$ cat src/mcr_pkg.sv
// constants and types shared by the main clock controller files
package mcr_pkg;

  // register indices; byte address is four times the index
  localparam logic [7:0] CSR_INDEX = 8'h2C;
  localparam logic [7:0] TONE_INDEX = 8'h2D;
  localparam int ADDR_W = 10;
  localparam logic [9:0] CSR_ADDR = {CSR_INDEX, 2'b00};
  localparam logic [9:0] TONE_ADDR = {TONE_INDEX, 2'b00};

  // control/status field positions
  localparam int CLKOUT_BIT = 7;
  localparam int DIV_LSB = 5;
  localparam int SLOW_BIT = 4;
  localparam int TB_LSB = 2;
  localparam int TIE_BIT = 1;
  localparam int FLAG_BIT = 0;
  localparam int TONE_LSB = 0;

  // reset values
  localparam logic [7:0] CSR_RESET = 8'h00;
  localparam logic [7:0] TONE_RESET = 8'h00;

  // real-time counter periods in oscillator cycles
  localparam int RTC_PERIOD_0 = 16000;
  localparam int RTC_PERIOD_1 = 32000;
  localparam int RTC_PERIOD_2 = 80000;
  localparam int RTC_PERIOD_3 = 200000;
  localparam int CNT_W = 18;

  // tone frequencies, given for a reference oscillator rate
  localparam int OSC_REF_HZ = 8000000;
  localparam int TONE_HZ_1 = 2000;
  localparam int TONE_HZ_2 = 1000;
  localparam int TONE_HZ_3 = 500;
  localparam int TONE_HALF_1 = OSC_REF_HZ / (2 * TONE_HZ_1);
  localparam int TONE_HALF_2 = OSC_REF_HZ / (2 * TONE_HZ_2);
  localparam int TONE_HALF_3 = OSC_REF_HZ / (2 * TONE_HZ_3);

  // bus responses
  localparam logic [1:0] RESP_OKAY = 2'b00;
  localparam logic [1:0] RESP_SLVERR = 2'b10;

  // power modes of the core
  typedef enum logic [1:0] {
    PWR_RUN = 2'b00,
    PWR_WAIT = 2'b01,
    PWR_AHALT = 2'b10,
    PWR_HALT = 2'b11
  } mcr_pwr_e;

endpackage

$ cat src/mcr_cpu_prescaler.sv
// cpu clock prescaler: normal speed or oscillator divided by 2..16
`timescale 1ns/1ps
`default_nettype none
module mcr_cpu_prescaler (
  // clock and reset
  input wire logic core_clk,
  input wire logic rst,
  // control
  input wire logic run,
  input wire logic slow_mode_select,
  input wire logic [1:0] slow_divider_select,
  // cpu clock
  output logic cpu_tick,
  output logic cpu_clock
);

  // ratio of the slow clock: 2, 4, 8 or 16
  function automatic logic [4:0] ratio_of(input logic [1:0] code);
    ratio_of = 5'h02 << code;
  endfunction

  logic [4:0] ratio; // current division ratio
  logic [3:0] cnt_q; // position within one cpu period
  logic [3:0] cnt_d;
  logic last; // final oscillator cycle of the period

  always_comb begin
    ratio = ratio_of(slow_divider_select);
    last = ({1'b0, cnt_q} == ratio - 5'h01);
    cnt_d = last ? 4'h0 : cnt_q + 4'h1;
  end

  // period counter; cleared to zero while the oscillator is stopped or at normal speed
  always_ff @(posedge core_clk or posedge rst) begin
    if (rst) begin
      cnt_q <= 4'h0;
    end else if (run && slow_mode_select) begin
      cnt_q <= cnt_d;
    end else begin
      cnt_q <= 4'h0;
    end
  end

  // tick marks each cpu cycle; every oscillator cycle at normal speed
  always_ff @(posedge core_clk or posedge rst) begin
    if (rst) begin
      cpu_tick <= 1'b0;
    end else if (!run) begin
      cpu_tick <= 1'b0;
    end else if (!slow_mode_select) begin
      cpu_tick <= 1'b1;
    end else begin
      cpu_tick <= (cnt_d == 4'h0);
    end
  end

  // square wave; at normal speed a flop can only show half the rate
  always_ff @(posedge core_clk or posedge rst) begin
    if (rst) begin
      cpu_clock <= 1'b0;
    end else if (!run) begin
      cpu_clock <= cpu_clock;
    end else if (!slow_mode_select) begin
      cpu_clock <= ~cpu_clock;
    end else begin
      cpu_clock <= ({1'b0, cnt_d} < (ratio >> 1));
    end
  end

endmodule
`default_nettype wire

$ cat src/mcr_main_clock.sv
// main clock controller: prescaler, clock-out, real-time counter, tone
// Operation
// - slow clock is oscillator over 2,4,8,16
// - slow select clear gives full oscillator rate
// - bit 7 puts cpu clock on pin
// - clock-out pin stops during timed halt
// - time base picks 16000..200000 cycle period
// - new time base applies after current period
// - period end sets the timeout flag
// - reads clear flag; writes never set it; a read in timed or full halt leaves the flag set
// - interrupt needs flag, enable, unmasked cpu
// - halt with enable set gives timed halt
// - wait keeps counting; tick wakes it
// - timed halt counts, registers held, tick wakes
// - full halt freezes all until wake
// - tick never wakes from full halt
// - tone pin gives three selectable tones
// - tone codes: off, 2k, 1k, 500 Hz
// - all control bits zero after reset
// - functions run independently and together
//
// Chosen here: the register addresses and the AXI4-Lite slave port.
`timescale 1ns/1ps
`default_nettype none
module mcr_main_clock #(
  parameter int RTC_P0 = mcr_pkg::RTC_PERIOD_0,
  parameter int RTC_P1 = mcr_pkg::RTC_PERIOD_1,
  parameter int RTC_P2 = mcr_pkg::RTC_PERIOD_2,
  parameter int RTC_P3 = mcr_pkg::RTC_PERIOD_3,
  parameter int TONE_H1 = mcr_pkg::TONE_HALF_1,
  parameter int TONE_H2 = mcr_pkg::TONE_HALF_2,
  parameter int TONE_H3 = mcr_pkg::TONE_HALF_3
) (
  // clock and reset
  input wire logic core_clk,
  input wire logic rst,
  // axi4-lite write
  input wire logic [mcr_pkg::ADDR_W-1:0] s_axi_awaddr,
  input wire logic s_axi_awvalid,
  output logic s_axi_awready,
  input wire logic [31:0] s_axi_wdata,
  input wire logic [3:0] s_axi_wstrb,
  input wire logic s_axi_wvalid,
  output logic s_axi_wready,
  output logic [1:0] s_axi_bresp,
  output logic s_axi_bvalid,
  input wire logic s_axi_bready,
  // axi4-lite read
  input wire logic [mcr_pkg::ADDR_W-1:0] s_axi_araddr,
  input wire logic s_axi_arvalid,
  output logic s_axi_arready,
  output logic [31:0] s_axi_rdata,
  output logic [1:0] s_axi_rresp,
  output logic s_axi_rvalid,
  input wire logic s_axi_rready,
  // core power interface
  input wire logic wait_exec,
  input wire logic halt_exec,
  input wire logic halt_wake,
  input wire logic cpu_irq_mask,
  output mcr_pkg::mcr_pwr_e power_state,
  output logic tick_irq,
  // cpu clock
  output logic cpu_tick,
  output logic cpu_clock,
  // clock-out pin
  output logic clock_out_o,
  output logic clock_out_oe_n,
  // tone pin
  output logic tone_o,
  output logic tone_oe_n
);

  // true when an address equals the given register byte address
  function automatic logic hit(input logic [mcr_pkg::ADDR_W-1:0] a,
                               input logic [mcr_pkg::ADDR_W-1:0] r);
    hit = (a == r);
  endfunction

  // period in oscillator cycles for a time base code
  function automatic logic [mcr_pkg::CNT_W-1:0] period_of(
      input logic [1:0] code);
    unique case (code)
      2'b00: period_of = mcr_pkg::CNT_W'(RTC_P0);
      2'b01: period_of = mcr_pkg::CNT_W'(RTC_P1);
      2'b10: period_of = mcr_pkg::CNT_W'(RTC_P2);
      2'b11: period_of = mcr_pkg::CNT_W'(RTC_P3);
    endcase
  endfunction

  // control/status fields
  logic clock_out_enable; // pin carries cpu clock
  logic [1:0] slow_divider_select;
  logic slow_mode_select;
  logic [1:0] time_base_select; // software view of the time base
  logic tick_irq_enable;
  logic tick_flag; // timeout reached, cleared by a read
  logic [1:0] tone_select;
  logic [7:0] csr_view; // assembled status byte
  // bus state
  logic aw_full_q, w_full_q;
  logic [mcr_pkg::ADDR_W-1:0] aw_addr_q;
  logic [7:0] w_data_q;
  logic w_lane0_q; // low byte lane enabled
  logic wr_fire, rd_fire, rd_clr;
  // real-time counter
  logic [mcr_pkg::CNT_W-1:0] rtc_cnt_q;
  logic [1:0] tb_act_q; // time base in force this period
  logic rtc_end; // last cycle of the period
  // tone
  logic [mcr_pkg::CNT_W-1:0] tone_cnt_q;
  logic [mcr_pkg::CNT_W-1:0] tone_half;
  // power state and derived freezes
  mcr_pkg::mcr_pwr_e pwr_q;
  logic regs_frozen; // software state held
  logic osc_running; // oscillator alive

  assign power_state = pwr_q;
  assign regs_frozen = (pwr_q == mcr_pkg::PWR_AHALT) ||
                       (pwr_q == mcr_pkg::PWR_HALT);
  assign osc_running = (pwr_q != mcr_pkg::PWR_HALT);
  assign csr_view = {clock_out_enable, slow_divider_select,
                     slow_mode_select, time_base_select,
                     tick_irq_enable, tick_flag};

  // interrupt request, gated by enable and the cpu mask
  assign tick_irq = tick_flag && tick_irq_enable && !cpu_irq_mask;

  // write channels are taken independently; one response at a time
  assign s_axi_awready = !aw_full_q;
  assign s_axi_wready = !w_full_q;
  assign wr_fire = aw_full_q && w_full_q && !s_axi_bvalid;
  assign s_axi_arready = !s_axi_rvalid;
  assign rd_fire = s_axi_arvalid && s_axi_arready;
  // a status read clears the flag, unless the core is halted
  assign rd_clr = rd_fire && !regs_frozen &&
                  hit(s_axi_araddr, mcr_pkg::CSR_ADDR);

  // address and data holding for the write path
  always_ff @(posedge core_clk or posedge rst) begin
    if (rst) begin
      aw_full_q <= 1'b0;
      w_full_q <= 1'b0;
      aw_addr_q <= '0;
      w_data_q <= 8'h00;
      w_lane0_q <= 1'b0;
    end else begin
      if (wr_fire) begin
        aw_full_q <= 1'b0;
        w_full_q <= 1'b0;
      end else begin
        if (s_axi_awvalid && !aw_full_q) begin
          aw_full_q <= 1'b1;
          aw_addr_q <= s_axi_awaddr;
        end
        if (s_axi_wvalid && !w_full_q) begin
          w_full_q <= 1'b1;
          w_data_q <= s_axi_wdata[7:0];
          w_lane0_q <= s_axi_wstrb[0];
        end
      end
    end
  end

  // write response; unmapped addresses answer with slave error
  always_ff @(posedge core_clk or posedge rst) begin
    if (rst) begin
      s_axi_bvalid <= 1'b0;
      s_axi_bresp <= mcr_pkg::RESP_OKAY;
    end else if (wr_fire) begin
      s_axi_bvalid <= 1'b1;
      if (hit(aw_addr_q, mcr_pkg::CSR_ADDR) ||
          hit(aw_addr_q, mcr_pkg::TONE_ADDR)) begin
        s_axi_bresp <= mcr_pkg::RESP_OKAY;
      end else begin
        s_axi_bresp <= mcr_pkg::RESP_SLVERR;
      end
    end else if (s_axi_bready) begin
      s_axi_bvalid <= 1'b0;
    end
  end

  // read data, captured before the flag clears
  always_ff @(posedge core_clk or posedge rst) begin
    if (rst) begin
      s_axi_rvalid <= 1'b0;
      s_axi_rdata <= 32'h0000_0000;
      s_axi_rresp <= mcr_pkg::RESP_OKAY;
    end else if (rd_fire) begin
      s_axi_rvalid <= 1'b1;
      s_axi_rresp <= mcr_pkg::RESP_OKAY;
      if (hit(s_axi_araddr, mcr_pkg::CSR_ADDR)) begin
        s_axi_rdata <= {24'h00_0000, csr_view};
      end else if (hit(s_axi_araddr, mcr_pkg::TONE_ADDR)) begin
        s_axi_rdata <= {30'h0000_0000, tone_select};
      end else begin
        s_axi_rdata <= 32'h0000_0000;
        s_axi_rresp <= mcr_pkg::RESP_SLVERR;
      end
    end else if (s_axi_rready) begin
      s_axi_rvalid <= 1'b0;
    end
  end

  // software-written control bits; held while halted
  always_ff @(posedge core_clk or posedge rst) begin
    if (rst) begin
      {clock_out_enable, slow_divider_select, slow_mode_select,
       time_base_select, tick_irq_enable} <= mcr_pkg::CSR_RESET[7:1];
      tone_select <= mcr_pkg::TONE_RESET[1:0];
    end else if (wr_fire && w_lane0_q && !regs_frozen) begin
      if (hit(aw_addr_q, mcr_pkg::CSR_ADDR)) begin
        clock_out_enable <= w_data_q[mcr_pkg::CLKOUT_BIT];
        slow_divider_select <= w_data_q[mcr_pkg::DIV_LSB +: 2];
        slow_mode_select <= w_data_q[mcr_pkg::SLOW_BIT];
        time_base_select <= w_data_q[mcr_pkg::TB_LSB +: 2];
        tick_irq_enable <= w_data_q[mcr_pkg::TIE_BIT];
      end
      if (hit(aw_addr_q, mcr_pkg::TONE_ADDR)) begin
        tone_select <= w_data_q[mcr_pkg::TONE_LSB +: 2];
      end
    end
  end

  // timeout flag: hardware set wins over a clearing read
  always_ff @(posedge core_clk or posedge rst) begin
    if (rst) begin
      tick_flag <= mcr_pkg::CSR_RESET[mcr_pkg::FLAG_BIT];
    end else if (rtc_end) begin
      tick_flag <= 1'b1;
    end else if (rd_clr) begin
      tick_flag <= 1'b0;
    end
  end

  // real-time counter; keeps counting in wait and timed halt
  assign rtc_end = osc_running &&
                   (rtc_cnt_q == period_of(tb_act_q) - 1'b1);

  always_ff @(posedge core_clk or posedge rst) begin
    if (rst) begin
      rtc_cnt_q <= '0;
      tb_act_q <= 2'b00;
    end else if (!osc_running) begin
      rtc_cnt_q <= rtc_cnt_q;
    end else if (rtc_end) begin
      rtc_cnt_q <= '0;
      tb_act_q <= time_base_select;
    end else begin
      rtc_cnt_q <= rtc_cnt_q + 1'b1;
    end
  end

  // tone half period for the selected code
  always_comb begin
    unique case (tone_select)
      2'b00: tone_half = '0;
      2'b01: tone_half = mcr_pkg::CNT_W'(TONE_H1);
      2'b10: tone_half = mcr_pkg::CNT_W'(TONE_H2);
      2'b11: tone_half = mcr_pkg::CNT_W'(TONE_H3);
    endcase
  end

  // tone square wave at half duty; off code parks the pin low
  always_ff @(posedge core_clk or posedge rst) begin
    if (rst) begin
      tone_cnt_q <= '0;
      tone_o <= 1'b0;
    end else if (tone_select == 2'b00) begin
      tone_cnt_q <= '0;
      tone_o <= 1'b0;
    end else if (osc_running) begin
      if (tone_cnt_q >= tone_half - 1'b1) begin
        tone_cnt_q <= '0;
        tone_o <= ~tone_o;
      end else begin
        tone_cnt_q <= tone_cnt_q + 1'b1;
      end
    end
  end
  assign tone_oe_n = (tone_select == 2'b00);

  // cpu clock divider, independent of counter and tone
  mcr_cpu_prescaler u_prescaler (
    .core_clk(core_clk),
    .rst(rst),
    .run(osc_running),
    .slow_mode_select(slow_mode_select),
    .slow_divider_select(slow_divider_select),
    .cpu_tick(cpu_tick),
    .cpu_clock(cpu_clock)
  );

  // clock-out pin holds low in timed halt to save power
  always_ff @(posedge core_clk or posedge rst) begin
    if (rst) begin
      clock_out_o <= 1'b0;
    end else if (pwr_q == mcr_pkg::PWR_AHALT || !clock_out_enable) begin
      clock_out_o <= 1'b0;
    end else begin
      clock_out_o <= cpu_clock;
    end
  end
  assign clock_out_oe_n = !clock_out_enable;

  // power modes of the core as seen by this block
  always_ff @(posedge core_clk or posedge rst) begin
    if (rst) begin
      pwr_q <= mcr_pkg::PWR_RUN;
    end else begin
      unique case (pwr_q)
        mcr_pkg::PWR_RUN: begin
          if (halt_exec) begin
            pwr_q <= tick_irq_enable ? mcr_pkg::PWR_AHALT
                                     : mcr_pkg::PWR_HALT;
          end else if (wait_exec) begin
            pwr_q <= mcr_pkg::PWR_WAIT;
          end
        end
        mcr_pkg::PWR_WAIT: begin
          if (tick_irq || halt_wake) begin
            pwr_q <= mcr_pkg::PWR_RUN;
          end
        end
        mcr_pkg::PWR_AHALT: begin
          if (tick_irq || halt_wake) begin
            pwr_q <= mcr_pkg::PWR_RUN;
          end
        end
        mcr_pkg::PWR_HALT: begin
          if (halt_wake) begin
            pwr_q <= mcr_pkg::PWR_RUN;
          end
        end
      endcase
    end
  end
endmodule
`default_nettype wire

$ cat config.mk
export PLATFORM = sky130hd
export DESIGN_NAME = mcr_main_clock
export DESIGN_NICKNAME = d
export VERILOG_FILES = /design/src/mcr_pkg.sv /design/src/mcr_cpu_prescaler.sv /design/src/mcr_main_clock.sv
export SDC_FILE = /design/constraint.sdc
export NUM_CORES = 1
export LEC_CHECK = 0
export ABC_CLOCK_PERIOD_IN_PS = 2300
export BUFFER_PORTS_ARGS = -buffer_cell sky130_fd_sc_hd__buf_2
export CORE_MARGIN = 2
export CORE_UTILIZATION = 40
export CTS_BUF_LIST = sky130_fd_sc_hd__clkbuf_4
export DETAILED_ROUTE_END_ITERATION = 6
export SETUP_SLACK_MARGIN = 0.5
export SYNTH_ARGS = -nofsm -noshare
export SYNTH_HDL_FRONTEND = slang
export SYNTH_HIERARCHICAL = 1
export SYNTH_SLANG_ARGS = --single-unit
$ cat constraint.sdc
create_clock -name core_clk -period 2.3 [get_ports core_clk]
set_input_delay 0.115 -clock core_clk [delete_from_list [all_inputs] [get_ports core_clk]]
set_output_delay 0.115 -clock core_clk [all_outputs]
set_load 0.01 [all_outputs]
==> implementation parameters <==
Parameter                              Value

Logic synthesis
  Post-synthesis share of cell area spent on full adders, half adders and majority gates ... about 7%
  Seq/Total Area, Yosys ... 46.0%
  Leading register cell type out of synthesis ... dfrtp_1
  Synthesized area per cell ... 10.4 sq um
  Combinational family with the most area after synthesis ... simple AND/OR/NAND/NOR gates
  Number of warnings reported in the yosys synthesis log ... 6
  Most area-hungry cell type in the Yosys netlist ... dfrtp_1
  Flip-flop and latch count after synthesis ... 91
  Number of instances in the synthesized netlist ... 475
  Multiplexer share of the synthesized area ... 7.89%
  Count of flip-flops with a built-in enable after synthesis ... 0
  Top cells by area, synth ... dfrtp_1 (46%), mux2_2 (7.1%), ha_1 (6.8%)
  Area share of and/or/nand/nor cells after synthesis ... 16.4%
  Fraction of the mapped netlist area in compound gates ... 10.5%
  Proportion of netlist area held by the largest area contributor ... roughly 46%
  Commonest cells in the netlist ... dfrtp_1 (91), nor2_1 (35), mux2_2 (31), nand2_1 (31)
  Xor/xnor cell area share of the yosys netlist ... 5.31%
  Most instantiated library cell after synthesis ... dfrtp_1
  Fraction of synthesis flops using an asynchronous set or reset pin ... 100%
  Synthesized cell area ... 4950 sq um
  Post-synth cell types ... 57

Worst hold path
  Tightest Hold Check Type ... input port to flop

Clock network
  Clock tree from TritonCTS ... yes
  Number of clock sinks seen by CTS ... 91
  Maximum buffer depth of the clock tree ... 2
  H-tree depth ... 3
  Clk_lat worst skew ... 440 ps
  Root buffer cell ... clkbuf_4
  Worst-path clk slew ... 140 ps
  Number of clock buffers inserted by TritonCTS ... 9

GRT
  Wire length of the first global-routing pass ... 19.6 mm
  Largest net degree at the start of global routing ... between 40 and 50
  Number of antenna violations at the first check in global routing ... 0
  Aggregate global routing overflow ... 0
  Global-route total usage across every layer ... between 10% and 20%
  Vias in the first global route ... approximately 4.0k

Setup path
  Kind of critical path ... flop to flop
  Cell repeated most along the worst path ... ha_4
  Delay of the slowest critical-path stage ... roughly 440 ps
  Critical path startpoint category ... flop
  Buf/Inv on CP ... 3
  Capturing element type of the critical path ... flop
  Slowest library cell on the worst path ... dfrtp_1
  Critical path, cell by cell ... inv_2 -> ha_4 -> inv_8 -> ha_4 -> a21oi_2 -> a21boi_2 -> o311a_4 -> buf_4 -> o41ai_2 -> a22o_1
  Biggest fanout along the worst timing path ... 6
  Family of cells with the greatest summed delay on the critical path ... compound AO/OA/AOI/OAI gates
  Critical path arrival ... 2760 ps
  Required time of the critical path ... 2690 ps

Placement
  HPWL after detailed placement ... 8.30 mm
  Placer congestion estimate ... between 0.8 and 0.9
  Port Buffer Count ... 63
  Number of placed cells counting well taps ... 722

Finish
  Fraction of layout cells with a size suffix above 1 ... 39.9%
  Utilization after layout ... a little under three fifths
  Synthesis-to-layout area growth ... 36.4%
  Total number of nets in the final design ... 710
  Antenna fix cells ... 0
  Fin cells ... 789
  Fillers ... 1,076

Power
  Standby leakage power ... between 3 and 4 nW
  Pwr per Cell Area ... 633 nW/um^2
  Worst voltage drop across the vdd grid ... between 0.5 and 0.6 mV

STA
  Worst setup margin ... -77.0 ps
  Number of setup violations in the final report ... 8
  Setup repair after global routing missed its margin ... yes
  Final critical path time including I/O delays and setup ... 2380 ps
  Post-Route Hold Slack ... 28.7 ps
  Worst Clk Skew ... ~11 ps
  Final Slew Violations ... 0
  Number of failing hold endpoints at the final stage ... 0
  Share of the cycle needed by the critical path after routing ... 103%
  Setup Total Neg Slack ... -270 ps
  Worst-margin pin slew ... about 630 ps
  Maximum achievable frequency ... approximately 420 MHz
  Worst relative slew slack ... 57.9%

Floorplan
  Starting Density ... 41.0%
  Total number of placement rows ... 40
  Area of the core ... 12,100 sq um
  Die height ... 115 um
  I/O pin total ... 117
  Die width ... 115 um
  Die Footprint ... roughly 13,000 sq um

Routing
  DRC Markers ... 0
  Wire length per cell ... 15.0 um
  Number of DRC markers in iteration 0 ... 123
  Residual antenna-violating net count after detailed routing ... 0
  Routed vias/inst ... roughly 5.1
  Drt total wl ... between 10 and 15 mm
  Number of iterations in the first detailed-routing pass ... 4
  Total via count in the routed design ... 4,021

Flow run
  Number of max-capacitance violations reported ... 0

Status
  Violations in the final reports ... negative setup slack
  Outcome ... finished with violations
==> worst paths after layout <==
path | start | endpoint | slack (ps) | cells past startpoint
worst min register to register | s_axi_rdata[1] | s_axi_rdata[1] | 510 | 2
worst max register to register | tone_select[0] | tone_cnt_q[2] | -80 | 10
worst min-delay path | s_axi_araddr[4] | s_axi_rdata[1] | 30 | 3
worst max-delay path | tone_select[0] | tone_cnt_q[2] | -80 | 10
max in group asynchronous | rst | aw_full_q | 1240 | 5
min in group asynchronous | rst | u_prescaler/cpu_tick | 150 | 3
==> state kept, by name, summed over array words and instances (netlist names), 4 cells and up <==
signal and count:
w_data_q 8, s_axi_rdata 8, aw_addr_q 10, rtc_cnt_q 18, tone_cnt_q 18, u_prescaler/cnt_q 4
==> cell type report <==
cell class	count	area, sq um	share of cell area, %
Tap cell	168	210	3.11
Timing Repair Buffer	144	1070	15.8
Inverter	22	93.8	1.39
Sequential cell	91	2280	33.8
Clock inverter	5	30.0	0.445
Multi-Input combinational cell	348	2990	44.2
Clock buffer	11	82.6	1.22
==> report_power, final <==
part           internal, W  switching, W
logic             0.000684      0.000627
clock network     0.000243      0.000537
registers          0.00192      0.000268
total              0.00284       0.00143
==> cells by family after synthesis <==
group	Yosys count
AOI/OAI and AO/OA	76
xor gates and xnor gates	30
muxes	35
DFF	91
buffers and inverters	61
and+or+nand+nor	153
other	1
adders and majority gates	28
==> stage by stage <==
step	total power, W	setup slack [ps]	area, sq um
2_1_floorplan	0.00292	84.1	5300
3_5_place_dp	0.00328	-78.3	5800
3_3_place_gp	0.00322	-30.1	5800
4_1_cts	0.00426	-11.8	6580
5_1_grt	0.00455	-155	6750
6_report	0.00428	-77.0	6750
==> placed cells by master, fill, tap and decap left out, types with 12 or more instances in the layout <==
cell type,n
buf_4,44
nor2_1,16
xor2_1,16
ha_1,15
xnor2_1,12
inv_1,18
buf_2,63
conb_1,26
dlygate4sd3_1,27
dfrtp_1,86
mux2_4,12
nand3_1,18
nand2_1,31
mux2_2,20
nor3_1,13
nor2_4,14
==> what timing repair did <==
| action | CTS | global route |
|---|---|---|
| hold buffers | 27 | 0 |
| setup endpoints to repair | 47 | 47 |
| resized for setup | 60 | 30 |
| endpoints found under the hold margin | 58 | 0 |
| buffers inserted | 19 | 5 |
| pin swaps | 21 | 18 |
==> worst register-to-register path: cells and delay by family (launching register included) <==
| kind | cells | cell delay (ps) |
|---|---|---|
| AO/OA/AOI/OAI | 5 | 1110 |
| flip-flops | 1 | 440 |
| adder cells (fa/ha/maj) | 2 | 440 |
| buffers and inverters | 3 | 320 |
==> per-layer routing <==
metal | vias up | GRT usage (%) | wire (um)
li1 | 1930 | - | -
met1 | 1974 | 24.2 | 5460
met2 | 105 | 31.4 | 5720
met3 | 12 | 3.11 | 475
met4 | 0 | 7.23 | 193
met5 | - | 0 | 0
No activity file was read; power rests on OpenSTA's default activity.
